<file path="config.mk">
export PLATFORM = sky130hd
export DESIGN_NAME = omc_core
export DESIGN_NICKNAME = d
export VERILOG_FILES = /design/src/core/omc_pkg.sv /design/src/core/omc_core.sv
export SDC_FILE = /design/constraint.sdc
export NUM_CORES = 1
export LEC_CHECK = 0
export BUFFER_PORTS_ARGS = -buffer_cell sky130_fd_sc_hd__buf_4
export CAP_MARGIN = 10
export CORE_MARGIN = 4
export CORE_UTILIZATION = 44
export DETAILED_ROUTE_END_ITERATION = 8
export GPL_TIMING_DRIVEN = 0
export PLACE_DENSITY = 0.95
export SLEW_MARGIN = 0
export SYNTH_ARGS = -nofsm -noshare
export SYNTH_HDL_FRONTEND = slang
export SYNTH_SLANG_ARGS = --single-unit
</file>
<file path="constraint.sdc">
create_clock -name clk_sys -period 5.3 [get_ports clk_sys]
set_clock_uncertainty 0.15 [all_clocks]
set_input_delay 0.795 -clock clk_sys [delete_from_list [all_inputs] [get_ports clk_sys]]
set_output_delay 0.795 -clock clk_sys [all_outputs]
set_load 0.005 [all_outputs]
</file>
<file path="src/core/omc_pkg.sv">
// Shared constants, types and register layout of the operating mode controller.
package omc_pkg;

   // Register byte offsets on the Avalon-MM slave.
   localparam logic [7:0] CTRL_OFFSET     = 8'h00;
   localparam logic [7:0] STATUS_OFFSET   = 8'h04;

   // Field positions in the control register.
   localparam int         CTRL_STOP_EN_BIT  = 0;
   localparam int         CTRL_DEBUG_EN_BIT = 1;
   localparam int         CTRL_LVD_EN_BIT   = 2;
   localparam int         CTRL_LVS_EN_BIT   = 3;
   localparam int         CTRL_PPD_SEL_BIT  = 4;
   localparam int         CTRL_PPD_ACK_BIT  = 5;

   // Field positions in the status register.
   localparam int         STAT_MODE_LSB     = 0;
   localparam int         STAT_PARTIAL_POWERDOWN_FLAG_BIT     = 8;
   localparam int         STAT_REG_BIT      = 9;
   localparam int         STAT_DBGCLK_BIT   = 10;

   // Value of the control fields after reset.
   localparam logic [4:0] CTRL_RESET_VALUE  = 5'h00;

   // Address of the vector fetched on leaving reset into run mode.
   localparam logic [15:0] RESET_VECTOR     = 16'hFFFE;

   // Control fields carried together.
   typedef struct packed {
      logic ppd_select;
      logic lv_stop_en;
      logic lv_detect_en;
      logic debug_en;
      logic stop_en;
   } omc_ctrl_type;

   // Operating modes, one-hot.
   typedef enum logic [5:0] {
      MODE_RESET = 6'h01,
      MODE_RUN   = 6'h02,
      MODE_BG    = 6'h04,
      MODE_WAIT  = 6'h08,
      MODE_STOP3 = 6'h10,
      MODE_STOP2 = 6'h20
   } omc_mode_type;

   // Serial debug command classes as presented by the debug controller.
   typedef enum logic [2:0] {
      CMD_MEM        = 3'h0,
      CMD_MEM_STATUS = 3'h1,
      CMD_DBG_REG    = 3'h2,
      CMD_BACKGROUND = 3'h3,
      CMD_CPU_REG    = 3'h4,
      CMD_TRACE      = 3'h5,
      CMD_GO         = 3'h6
   } omc_cmd_type;

endpackage

</file>
<file path="src/core/omc_core.sv">
// Operating mode controller: reset mode select, wait, stop3 and stop2 sequencing.
//
// Decided for this implementation: the register addresses and register access over Avalon-MM.
`timescale 1ns/1ps
module omc_core #(
   parameter int ADDR_W = 4
) (
   // Clock and reset
   input  wire logic          clk_sys,
   input  wire logic          rst,
   // Avalon-MM slave
   input  wire logic [ADDR_W-1:0] avs_address,
   input  wire logic          avs_read,
   input  wire logic          avs_write,
   input  wire logic [31:0]   avs_writedata,
   input  wire logic [3:0]    avs_byteenable,
   output logic [31:0]        avs_readdata,
   output logic               avs_waitrequest,
   // Pins
   input  wire logic          reset_pin_n,
   input  wire logic          mode_select_debug_pin,
   // CPU events
   input  wire logic          wait_exec,
   input  wire logic          stop_exec,
   input  wire logic          background_halt_instruction,
   input  wire logic          breakpoint_match,
   input  wire logic          debug_force_reset,
   // Interrupt sources
   input  wire logic          irq_any,
   input  wire logic          irq_lvd,
   input  wire logic          irq_adc,
   input  wire logic          irq_sci,
   input  wire logic          irq_pin,
   // Debug command port from the background debug controller
   input  wire logic          dbg_cmd_valid,
   input  wire logic [2:0]    dbg_cmd,
   output logic               dbg_cmd_done,
   output logic               dbg_cmd_err,
   output logic               dbg_cmd_refused,
   // CPU control
   output logic               cpu_clk_en,
   output logic               cpu_suspend,
   output logic               cpu_fetch_reset_vector,
   output logic [15:0]        reset_vector,
   output logic               cpu_take_irq,
   output logic               clear_imask,
   output logic               illegal_opcode_reset,
   // System control
   output logic               bus_clk_en,
   output logic               debug_clk_en,
   output logic               regulator_full,
   output logic               adc_stop_run,
   output logic               ref_clk_keep_allowed,
   output logic               state_retain,
   output logic               io_latch_hold,
   output logic               partial_powerdown_flag,
   output logic [5:0]         mode
);

   // An address narrower than three bits cannot reach the status register.
   if (ADDR_W < 3) begin : g_addr_check
      $error("ADDR_W must be at least 3");
   end

   omc_pkg::omc_mode_type mode_ff, nxt_mode;
   omc_pkg::omc_ctrl_type ctrl_ff, nxt_ctrl;
   logic                  por_ff, nxt_por;
   logic                  partial_powerdown_flag_ff, nxt_partial_powerdown_flag;
   logic                  s3_dbg_ff, s3_reg_ff, s3_adc_ff;
   logic                  ack_ff;
   logic [31:0]           rdata_ff;
   logic                  vec_ff, nxt_vec;
   logic                  irqv_ff, nxt_irqv;
   logic                  imask_ff, nxt_imask;
   logic                  illegal_ff, nxt_illegal;
   logic                  done_ff, err_ff, refused_ff;

   // Bus decode.
   wire        bus_req    = avs_read | avs_write;
   wire [7:0]  addr_byte  = 8'(avs_address);
   wire        hit_ctrl   = addr_byte == omc_pkg::CTRL_OFFSET;
   wire        hit_status = addr_byte == omc_pkg::STATUS_OFFSET;
   wire        wr_take    = avs_write & ack_ff & avs_byteenable[0] & hit_ctrl;
   wire        ppd_ack    = wr_take & avs_writedata[omc_pkg::CTRL_PPD_ACK_BIT];

   // Stop selection, sampled at the STOP instruction.
   wire        lv_stop    = ctrl_ff.lv_detect_en & ctrl_ff.lv_stop_en;
   wire        sel_stop2  = ~ctrl_ff.debug_en & ~lv_stop & ctrl_ff.ppd_select;

   // Debug command classes.
   wire        is_bgcmd   = dbg_cmd == omc_pkg::CMD_BACKGROUND;
   wire        is_mstat   = dbg_cmd == omc_pkg::CMD_MEM_STATUS;
   wire        is_go      = dbg_cmd == omc_pkg::CMD_GO;
   wire        non_intr   = dbg_cmd <= omc_pkg::CMD_BACKGROUND;
   wire        active_cmd = dbg_cmd >= omc_pkg::CMD_CPU_REG && dbg_cmd <= omc_pkg::CMD_GO;
   wire        in_low     = mode_ff == omc_pkg::MODE_WAIT
                          || (mode_ff == omc_pkg::MODE_STOP3 && s3_dbg_ff);
   wire        cmd_ok     = (mode_ff == omc_pkg::MODE_RUN && non_intr)
                          || (mode_ff == omc_pkg::MODE_BG && (non_intr || active_cmd))
                          || (in_low && (is_bgcmd || is_mstat));
   wire        cmd_take   = dbg_cmd_valid & cmd_ok;
   wire        cmd_err    = cmd_take & is_mstat & in_low;
   wire        bg_cmd     = cmd_take & is_bgcmd;
   wire        s3_wake    = irq_lvd | irq_adc | irq_sci | irq_pin;
   wire        ms_bg      = por_ff & ~mode_select_debug_pin;

   always_comb begin
      nxt_mode    = mode_ff;
      nxt_por     = por_ff;
      nxt_vec     = 1'b0;
      nxt_irqv    = 1'b0;
      nxt_imask   = 1'b0;
      nxt_illegal = 1'b0;
      nxt_partial_powerdown_flag    = partial_powerdown_flag_ff & ~ppd_ack;
      nxt_ctrl    = ctrl_ff;
      if (wr_take) begin
         nxt_ctrl = omc_pkg::omc_ctrl_type'(avs_writedata[4:0]);
      end
      if (debug_force_reset) begin
         nxt_mode = omc_pkg::MODE_RESET;
         nxt_por  = 1'b1;
      end else if (!reset_pin_n) begin
         nxt_mode = omc_pkg::MODE_RESET;
         nxt_por  = 1'b0;
         if (mode_ff == omc_pkg::MODE_STOP2) begin
            // Wake from stop2 behaves as power-on; it sets the flag and resets the control fields.
            nxt_por  = 1'b1;
            nxt_partial_powerdown_flag = 1'b1;
            nxt_ctrl = omc_pkg::omc_ctrl_type'(omc_pkg::CTRL_RESET_VALUE);
         end
      end else begin
         unique case (mode_ff)
            omc_pkg::MODE_RESET: begin
               if (ms_bg) begin
                  nxt_mode = omc_pkg::MODE_BG;
               end else begin
                  nxt_mode = omc_pkg::MODE_RUN;
                  nxt_vec  = 1'b1;
               end
               nxt_por = 1'b0;
            end
            omc_pkg::MODE_RUN: begin
               if (bg_cmd || background_halt_instruction || breakpoint_match) begin
                  nxt_mode = omc_pkg::MODE_BG;
               end else if (stop_exec) begin
                  if (!ctrl_ff.stop_en) begin
                     nxt_mode    = omc_pkg::MODE_RESET;
                     nxt_illegal = 1'b1;
                  end else if (sel_stop2) begin
                     nxt_mode = omc_pkg::MODE_STOP2;
                  end else begin
                     nxt_mode = omc_pkg::MODE_STOP3;
                  end
               end else if (wait_exec) begin
                  nxt_mode  = omc_pkg::MODE_WAIT;
                  nxt_imask = 1'b1;
               end
            end
            omc_pkg::MODE_BG: begin
               if (cmd_take && is_go) begin
                  nxt_mode = omc_pkg::MODE_RUN;
               end
            end
            omc_pkg::MODE_WAIT: begin
               if (bg_cmd) begin
                  nxt_mode = omc_pkg::MODE_BG;
               end else if (irq_any) begin
                  nxt_mode = omc_pkg::MODE_RUN;
                  nxt_irqv = 1'b1;
               end
            end
            omc_pkg::MODE_STOP3: begin
               if (s3_wake) begin
                  nxt_mode = omc_pkg::MODE_RUN;
                  nxt_irqv = 1'b1;
               end else if (bg_cmd) begin
                  nxt_mode = omc_pkg::MODE_BG;
               end
            end
            omc_pkg::MODE_STOP2: begin
               nxt_mode = omc_pkg::MODE_STOP2;
            end
            default: begin
               nxt_mode = omc_pkg::MODE_RESET;
            end
         endcase
      end
   end

   // Mode and control state.
   always_ff @(posedge clk_sys) begin
      if (rst) begin
         mode_ff <= omc_pkg::MODE_RESET;
         por_ff  <= 1'b1;
         partial_powerdown_flag_ff <= 1'b0;
         ctrl_ff <= omc_pkg::omc_ctrl_type'(omc_pkg::CTRL_RESET_VALUE);
      end else begin
         mode_ff <= nxt_mode;
         por_ff  <= nxt_por;
         partial_powerdown_flag_ff <= nxt_partial_powerdown_flag;
         ctrl_ff <= nxt_ctrl;
      end
   end

   // Stop3 attributes are frozen at entry so later writes cannot disturb them.
   always_ff @(posedge clk_sys) begin
      if (rst) begin
         s3_dbg_ff <= 1'b0;
         s3_reg_ff <= 1'b0;
         s3_adc_ff <= 1'b0;
      end else if (mode_ff == omc_pkg::MODE_RUN && nxt_mode == omc_pkg::MODE_STOP3) begin
         s3_dbg_ff <= ctrl_ff.debug_en;
         s3_reg_ff <= ctrl_ff.debug_en | lv_stop;
         s3_adc_ff <= lv_stop;
      end
   end

   // Event pulses, registered.
   always_ff @(posedge clk_sys) begin
      if (rst) begin
         vec_ff     <= 1'b0;
         irqv_ff    <= 1'b0;
         imask_ff   <= 1'b0;
         illegal_ff <= 1'b0;
         done_ff    <= 1'b0;
         err_ff     <= 1'b0;
         refused_ff <= 1'b0;
      end else begin
         vec_ff     <= nxt_vec;
         irqv_ff    <= nxt_irqv;
         imask_ff   <= nxt_imask;
         illegal_ff <= nxt_illegal;
         done_ff    <= cmd_take & ~cmd_err;
         err_ff     <= cmd_err;
         refused_ff <= dbg_cmd_valid & ~cmd_ok;
      end
   end

   // One wait state per access keeps read data registered.
   wire [31:0] status_word = {21'h000000, debug_clk_en, regulator_full, partial_powerdown_flag_ff,
                              2'h0, mode_ff};
   wire [31:0] rdata_sel   = hit_ctrl   ? {27'h0000000, ctrl_ff} :
                             hit_status ? status_word : 32'h00000000;

   always_ff @(posedge clk_sys) begin
      if (rst) begin
         ack_ff   <= 1'b0;
         rdata_ff <= 32'h00000000;
      end else begin
         ack_ff   <= bus_req & ~ack_ff;
         rdata_ff <= rdata_sel;
      end
   end

   assign avs_waitrequest        = bus_req & ~ack_ff;
   assign avs_readdata           = rdata_ff;

   // Mode decoding onto clock and power controls.
   wire in_stop3 = mode_ff == omc_pkg::MODE_STOP3;
   wire in_stop  = in_stop3 || mode_ff == omc_pkg::MODE_STOP2;
   assign cpu_clk_en             = mode_ff == omc_pkg::MODE_RUN
                                || mode_ff == omc_pkg::MODE_BG;
   assign cpu_suspend            = mode_ff != omc_pkg::MODE_RUN;
   assign bus_clk_en             = ~in_stop & (mode_ff != omc_pkg::MODE_RESET);
   assign debug_clk_en           = ~in_stop | (in_stop3 & s3_dbg_ff);
   assign regulator_full         = ~in_stop | (in_stop3 & s3_reg_ff);
   assign adc_stop_run           = in_stop3 & s3_adc_ff;
   assign ref_clk_keep_allowed   = in_stop3;
   assign state_retain           = in_stop3;
   assign io_latch_hold          = (mode_ff == omc_pkg::MODE_STOP2) | partial_powerdown_flag_ff;
   assign partial_powerdown_flag = partial_powerdown_flag_ff;
   assign mode                   = mode_ff;
   assign cpu_fetch_reset_vector = vec_ff;
   assign reset_vector           = omc_pkg::RESET_VECTOR;
   assign cpu_take_irq           = irqv_ff;
   assign clear_imask            = imask_ff;
   assign illegal_opcode_reset   = illegal_ff;
   assign dbg_cmd_done           = done_ff;
   assign dbg_cmd_err            = err_ff;
   assign dbg_cmd_refused        = refused_ff;

   // Checks.
   wire calm = reset_pin_n & ~debug_force_reset;

   reset_run_a: assert property (@(posedge clk_sys) disable iff (rst)
      mode_ff == omc_pkg::MODE_RESET && calm && !ms_bg
      |=> mode_ff == omc_pkg::MODE_RUN && vec_ff && reset_vector == 16'hFFFE)
      else $error("reset exit did not enter run with vector fetch");

   reset_bg_a: assert property (@(posedge clk_sys) disable iff (rst)
      mode_ff == omc_pkg::MODE_RESET && calm && por_ff && !mode_select_debug_pin
      |=> mode_ff == omc_pkg::MODE_BG && !vec_ff)
      else $error("mode pin low did not give background mode");

   halt_entry_a: assert property (@(posedge clk_sys) disable iff (rst)
      mode_ff == omc_pkg::MODE_RUN && calm && (background_halt_instruction || breakpoint_match)
      |=> mode_ff == omc_pkg::MODE_BG ##0 cpu_suspend)
      else $error("halt event did not enter background mode");

   bg_suspend_a: assert property (@(posedge clk_sys) disable iff (rst)
      mode_ff == omc_pkg::MODE_BG |-> cpu_suspend && !vec_ff)
      else $error("CPU not suspended in background mode");

   wait_entry_a: assert property (@(posedge clk_sys) disable iff (rst)
      mode_ff == omc_pkg::MODE_RUN && calm && wait_exec && !stop_exec && !dbg_cmd_valid
      && !background_halt_instruction && !breakpoint_match
      |=> clear_imask && !cpu_clk_en && bus_clk_en && regulator_full)
      else $error("wait entry wrong");

   wait_status_a: assert property (@(posedge clk_sys) disable iff (rst)
      mode_ff == omc_pkg::MODE_WAIT && dbg_cmd_valid && is_mstat
      |=> dbg_cmd_err && !dbg_cmd_done && !dbg_cmd_refused)
      else $error("status command in wait not reported as error");

   active_only_a: assert property (@(posedge clk_sys) disable iff (rst)
      mode_ff != omc_pkg::MODE_BG && dbg_cmd_valid && active_cmd
      |=> dbg_cmd_refused && !dbg_cmd_done)
      else $error("active command accepted outside background mode");

   stop_off_a: assert property (@(posedge clk_sys) disable iff (rst)
      mode_ff == omc_pkg::MODE_RUN && calm && stop_exec && !ctrl_ff.stop_en && !dbg_cmd_valid
      && !background_halt_instruction && !breakpoint_match
      |=> illegal_opcode_reset && mode_ff == omc_pkg::MODE_RESET)
      else $error("disabled stop did not force illegal-opcode reset");

   stop_guard_a: assert property (@(posedge clk_sys) disable iff (rst)
      mode_ff == omc_pkg::MODE_RUN && calm && stop_exec && !dbg_cmd_valid
      && !background_halt_instruction && !breakpoint_match
      && ctrl_ff.stop_en && (ctrl_ff.debug_en || lv_stop)
      |=> mode_ff == omc_pkg::MODE_STOP3 && regulator_full && !bus_clk_en)
      else $error("guarded stop did not yield stop3 with regulator on");

   partial_powerdown_flag_hold_a: assert property (@(posedge clk_sys) disable iff (rst)
      partial_powerdown_flag_ff && !ppd_ack |=> partial_powerdown_flag_ff ##0 io_latch_hold)
      else $error("partial-powerdown flag dropped without acknowledge");

   stop3_wake_a: assert property (@(posedge clk_sys) disable iff (rst)
      mode_ff == omc_pkg::MODE_STOP3 && calm && s3_wake
      |=> mode_ff == omc_pkg::MODE_RUN && cpu_take_irq)
      else $error("interrupt did not end stop3");

   stop2_wake_a: assert property (@(posedge clk_sys) disable iff (rst)
      mode_ff == omc_pkg::MODE_STOP2 && !reset_pin_n && !debug_force_reset
      |=> mode_ff == omc_pkg::MODE_RESET && partial_powerdown_flag_ff && por_ff)
      else $error("stop2 wake did not restart as power-on");

   wake_cov: cover property (@(posedge clk_sys) disable iff (rst)
      mode_ff == omc_pkg::MODE_WAIT ##1 mode_ff == omc_pkg::MODE_RUN && cpu_take_irq);
   stop3_bg_cov: cover property (@(posedge clk_sys) disable iff (rst)
      mode_ff == omc_pkg::MODE_STOP3 ##1 mode_ff == omc_pkg::MODE_BG);
   stop2_wake_cov: cover property (@(posedge clk_sys) disable iff (rst)
      mode_ff == omc_pkg::MODE_STOP2 ##1 mode_ff == omc_pkg::MODE_RESET ##1 partial_powerdown_flag_ff);
   go_cov: cover property (@(posedge clk_sys) disable iff (rst)
      mode_ff == omc_pkg::MODE_BG ##1 mode_ff == omc_pkg::MODE_RUN);
   stop3_reg_cov: cover property (@(posedge clk_sys) disable iff (rst)
      mode_ff == omc_pkg::MODE_STOP3 && regulator_full && !debug_clk_en);

endmodule // omc_core

</file>
=== Word-level counts from Yosys, hierarchy flattened ===
Cells that the tools add are included.

* Register bits: 33
* Word-level logic and storage cells: 135

* $lt $le $gt $ge: 3
* Reductions and logical operators: 23
* Eq/ne operators: 14
* Bitwise logic cells: 41
* Muxes and demuxes: 33

{| class="wikitable"
|+ Operators by type and width
! cell !! count
|-
| 6-bit 2-to-1 mux || 12
|-
| 6-bit one-hot mux with 6 select lines || 1
|-
| 5-bit 2-to-1 mux || 6
|-
| 1-bit AND || 20
|-
| 1-bit NOT || 13
|-
| 6-bit by 5-bit equality test with 1-bit output, second input constant || 2
|-
| 1-bit 2-to-1 mux || 12
|-
| 6-bit OR reduction || 2
|-
| 1-bit logical OR || 9
|-
| 8-bit logical NOT || 1
|-
| 1-bit bitwise OR || 8
|-
| 1-bit logical AND || 7
|-
| 6-bit by 1-bit equality test with 1-bit output, second input constant || 1
|-
| 6-bit by 2-bit equality test with 1-bit output, second input constant || 1
|-
| 6-bit by 3-bit equality test with 1-bit output, second input constant || 1
|-
| 6-bit by 4-bit equality test with 1-bit output, second input constant || 1
|-
| 6-bit equality test, second input constant || 1
|-
| 6-bit by 1-bit inequality test with 1-bit output, second input constant || 1
|-
| 6-bit by 2-bit inequality test with 1-bit output, second input constant || 1
|-
| 3-bit OR reduction || 2
|-
| 4-bit by 3-bit equality test with 1-bit output, second input constant || 1
|-
| 4-bit OR reduction || 1
|-
| 3-bit by 1-bit equality test with 1-bit output, second input constant || 1
|-
| 3-bit by 2-bit equality test with 1-bit output, second input constant || 1
|-
| 8 further kinds || 8
|}

=== Depth between registers and ports, before layout ===
* Depth after elaboration: 16
* Mapped depth: 6

=== Least setup slack after synthesis ===
Ideal clock, no wire load.

* Path kind: register to output
* Start point: register mode_ff[2] (netlist: mode[2])
* End point: output port bus_clk_en
* Path slack: 2.953 ns
* Arrival: 1.402 ns
* Cell stages (with the launch flop): 4
* Path through: dfxtp_1 or4_4 nor3b_1 nor2_1

* Cells in the longest elaborated chain, start to end: 4
* Elaborated cells between the ends (all ways): 6
* Classes of those cells: 3 x eq/ne; 2 x bitwise; 1 x reduce/logical

{| class="wikitable"
|+ Ends and longest elaborated chain
! item !! line !! text
|-
| start, declared || omc_core.sv:65 || <nowiki>omc_pkg::omc_mode_type mode_ff, nxt_mode;</nowiki>
|-
| start signal, assigned || omc_core.sv:193 || <nowiki>mode_ff <= omc_pkg::MODE_RESET;</nowiki>
|-
| start signal, assigned || omc_core.sv:198 || <nowiki>mode_ff <= nxt_mode;</nowiki>
|-
| 6-bit by 5-bit equality test with 1-bit output / 6-bit equality test (equally long branches) || omc_core.sv:259, omc_core.sv:260 ||
|-
| 1-bit logical OR || omc_core.sv:260 || <nowiki>wire in_stop = in_stop3 || mode_ff == omc_pkg::MODE_STOP2;</nowiki>
|-
| 1-bit NOT || omc_core.sv:264 || <nowiki>assign bus_clk_en = ~in_stop & (mode_ff != omc_pkg::MODE_RESET);</nowiki>
|-
| 1-bit AND * || omc_core.sv:264 ||
|-
| end, declared || omc_core.sv:49 || <nowiki>output logic bus_clk_en,</nowiki>
|}

Every way passes the cells marked *; elsewhere a longest branch is shown, timed or not.

=== Worst setup path after layout ===
Same ends and word-level chain as after synthesis.

==> summary.txt <==
Yosys
  • Post-Synthesis Cells: 213
  • Mean Syn Cell Area: between 8 and 9 um^2
  • Number of enable flip-flop cells after synthesis: 0
  • Async set or reset register ratio after synthesis: 0%
  • Top FF cell, synth: dfxtp_1
  • Synth cell types: 46
  • Post-Synthesis Cell Area: approximately 1800 um^2
  • FF+latch count, synth: 33
  • Post-synthesis sequential area ratio: 35.9%
  • Ys Warns: 0

Power
  • Leakage: 1.26 nW
  • VDD IR max: 97.3 uV
  • PwrDens: 222 nW/um^2

Timing
  • Fin crit share: between 50% and 60%
  • Unrepaired setup endpoints after global routing: no
  • Final setup fails: 0
  • Final min period: 3040 ps
  • Final Hold Vio Count: 0
  • Worst-Margin Slew: 846 ps
  • Max Freq: 0.329 GHz
  • Final Max Slew Viols: 0
  • Slew headroom: 43.1%
  • Sum Neg Setup Slack: 0 ps

Flow run
  • Max-cap violations: 0

Clocking
  • CTS tree: built
  • TritonCTS Sinks: 33
  • Clock Tree Buf Depth: 2
  • Cts bufs inserted: 5
  • Resized Gates After CTS: 0
  • Post-CTS setup buffers: 0
  • Htree depth: 2
  • Worst-Skew Late Latency: around 290 ps
  • Clk slew on worst S/H paths: ~70 ps
  • Root Driver: clkbuf_8
  • CTS Hold Bufs: 0

Min path
  • Depth of the worst hold-timing path: 2
  • Hold_sp: s3_adc_ff$_SDFFE_PP0P_
  • Hold Path End: s3_adc_ff$_SDFFE_PP0P_
  • HP Class: flip-flop to flip-flop

Routing
  • Via count: 1749
  • TritonRoute pass-1 iters: 4
  • DRC viols: 0
  • Vias per cell: ~4.7
  • Post-Route WL: approximately 4.6 mm
  • Final ANT Viol Nets: 0
  • Wire per inst: 12.5 um
  • DRT iter0 DRCs: between 100 and 150

Status
  • Status: complete, no violations

Worst setup path
  • Crit path required time: 4360 ps
  • Critical Path AT: 2100 ps
  • Worst R2R End: s3_adc_ff$_SDFFE_PP0P_
  • R2R cell count: 6
  • CP Max Fanout: 7
  • CP startpoint kind: flip-flop
  • R2r startpoint: mode[1]$_SDFF_PP0_
  • Type of the worst setup path: flip-flop to output port
  • R2R setup slack: 2990 ps
  • Worst setup EP type: output port

Floorplan
  • Die ar.: 5280 um^2
  • # rows: 23
  • Horiz. Die Dim: around 73 um
  • Core area: about 4000 um^2
  • Die Y: about 73 um
  • Initial core utilization: 45.7%
  • Io pins: 132

Global routing
  • First-pass GRT wire length: between 7 and 8 mm
  • Vias in the first global route: around 1600
  • Global route overflow: 0
  • Largest net degree at the start of global routing: 12
  • Initial antenna violation count: 0
  • GR Util All Layers: 17.8%

Cells and area
  • Most common cell after layout, fill and taps aside: buf_4
  • Ratio of cells with drive above 1 in the final layout: 36.9%
  • Nets: 379
  • Most frequent cells in the layout: buf_4 (102), conb_1 (39), dfxtp_1 (33)
  • Area of the multi-input gates: 980 um^2
  • Final Cell Area: 2630 um^2
  • Flip-flop and latch area: approximately 660 um^2
  • Ant diodes: 0
  • Layout area overhead: 42.8%
  • FILL cells: 320

Place
  • DP Area: 2510 um^2
  • DP HPWL: 3.75 mm
  • GP Congestion: roughly 0.85
  • PortBufs: 62
## how the worst max path moves through the flow
stage | startpoint | to | slack, ps | cells after the start
3_5_place_dp | mode[2]$_SDFF_PP0_ | bus_clk_en | 2620 | 4
5_1_grt | mode[2]$_SDFF_PP0_ | bus_clk_en | 2170 | 4
3_3_place_gp | mode[2]$_SDFF_PP0_ | bus_clk_en | 2630 | 4
6_report | mode[2]$_SDFF_PP0_ | bus_clk_en | 2260 | 4
2_1_floorplan | mode[2]$_SDFF_PP0_ | bus_clk_en | 2950 | 3
4_1_cts | mode[2]$_SDFF_PP0_ | bus_clk_en | 2270 | 4
## sequential cells by signal, summed over array words and instances (netlist names)
register and flops:
illegal_opcode_reset 1, dbg_cmd_done 1, cpu_fetch_reset_vector 1, s3_adc_ff 1, s3_dbg_ff 1, ctrl_ff 5, dbg_cmd_refused 1, dbg_cmd_err 1
mode 6, por_ff 1, avs_readdata 9, ack_ff 1, s3_reg_ff 1, cpu_take_irq 1, partial_powerdown_flag 1, clear_imask 1
## worst max-delay path: stages (launching register included)
cell     delay (ps)
dfxtp_1         390
or4_4           580
nor3b_1         560
nor2_1          110
buf_4           160
## where the power goes
group          leakage [nW]  total (mW)  internal, mW  switching, mW
sequential            0.267       0.254         0.251        0.00265
combinational         0.936      0.0790        0.0453         0.0336
clock                0.0574       0.250         0.153         0.0968
## cell usage after synthesis (3+ instances only)
master    number  share of area, %
a21oi_1        8               2.2
nor2_1        28               5.7
dfxtp_1       33                36
nor3_1         3              0.82
inv_1          7               1.4
a31oi_1        3               1.0
nand2_1       12               2.4
buf_4         40                16
nand2b_1       5               1.7
nor3b_1        3               1.2
nand3_1        5               1.4
nor2b_1        4               1.4
clkbuf_1       3              0.61
and3_1         5               1.7
o21ai_0        5               1.4
nand4b_1       4               1.9
mux2i_1       10               5.4
## kinds of logic after synthesis
logic type / synth area share (%)
compound gates: 11.2
xor+xnor: 0.953
buf+inv: 18.4
flops: 35.9
mux: 5.44
other cells: 0.408
simple gates: 27.8
## per-layer routing
metal / vias to the layer above / wire length, um / track usage (%)
li1: 882 / - / -
met2: 95 / 2330 / 31.9
met1: 764 / 1680 / 18.6
met5: - / 0 / 0
met4: 0 / 89 / 7.17
met3: 8 / 508 / 6.47
## layout make-up
type,count,share of cell area (%)
Clock inverter,2,1.43
Inverter,7,1.00
Tap cell,50,2.38
Sequential cell,33,25.2
Clock buffer,6,3.14
Multi-Input combinational cell,167,37.3
Buffer,43,11.9
Timing Repair Buffer,62,17.7
## per-stage QoR
| step | power, mW | hold WS, ps | cells | util [%] | worst slack, ps |
|---|---|---|---|---|---|
| 2_1_floorplan | 0.305 | 276 | 250 | - | 2950 |
| 3_3_place_gp | 0.334 | 290 | 362 | 62.2 | 2630 |
| 3_5_place_dp | 0.336 | 307 | 362 | 62.2 | 2620 |
| 4_1_cts | 0.585 | 327 | 370 | 65.2 | 2270 |
| 5_1_grt | 0.608 | 344 | 370 | 65.2 | 2170 |
| 6_report | 0.582 | 327 | 370 | 65.2 | 2260 |
Note: power is estimated with default switching activity, not from simulation.
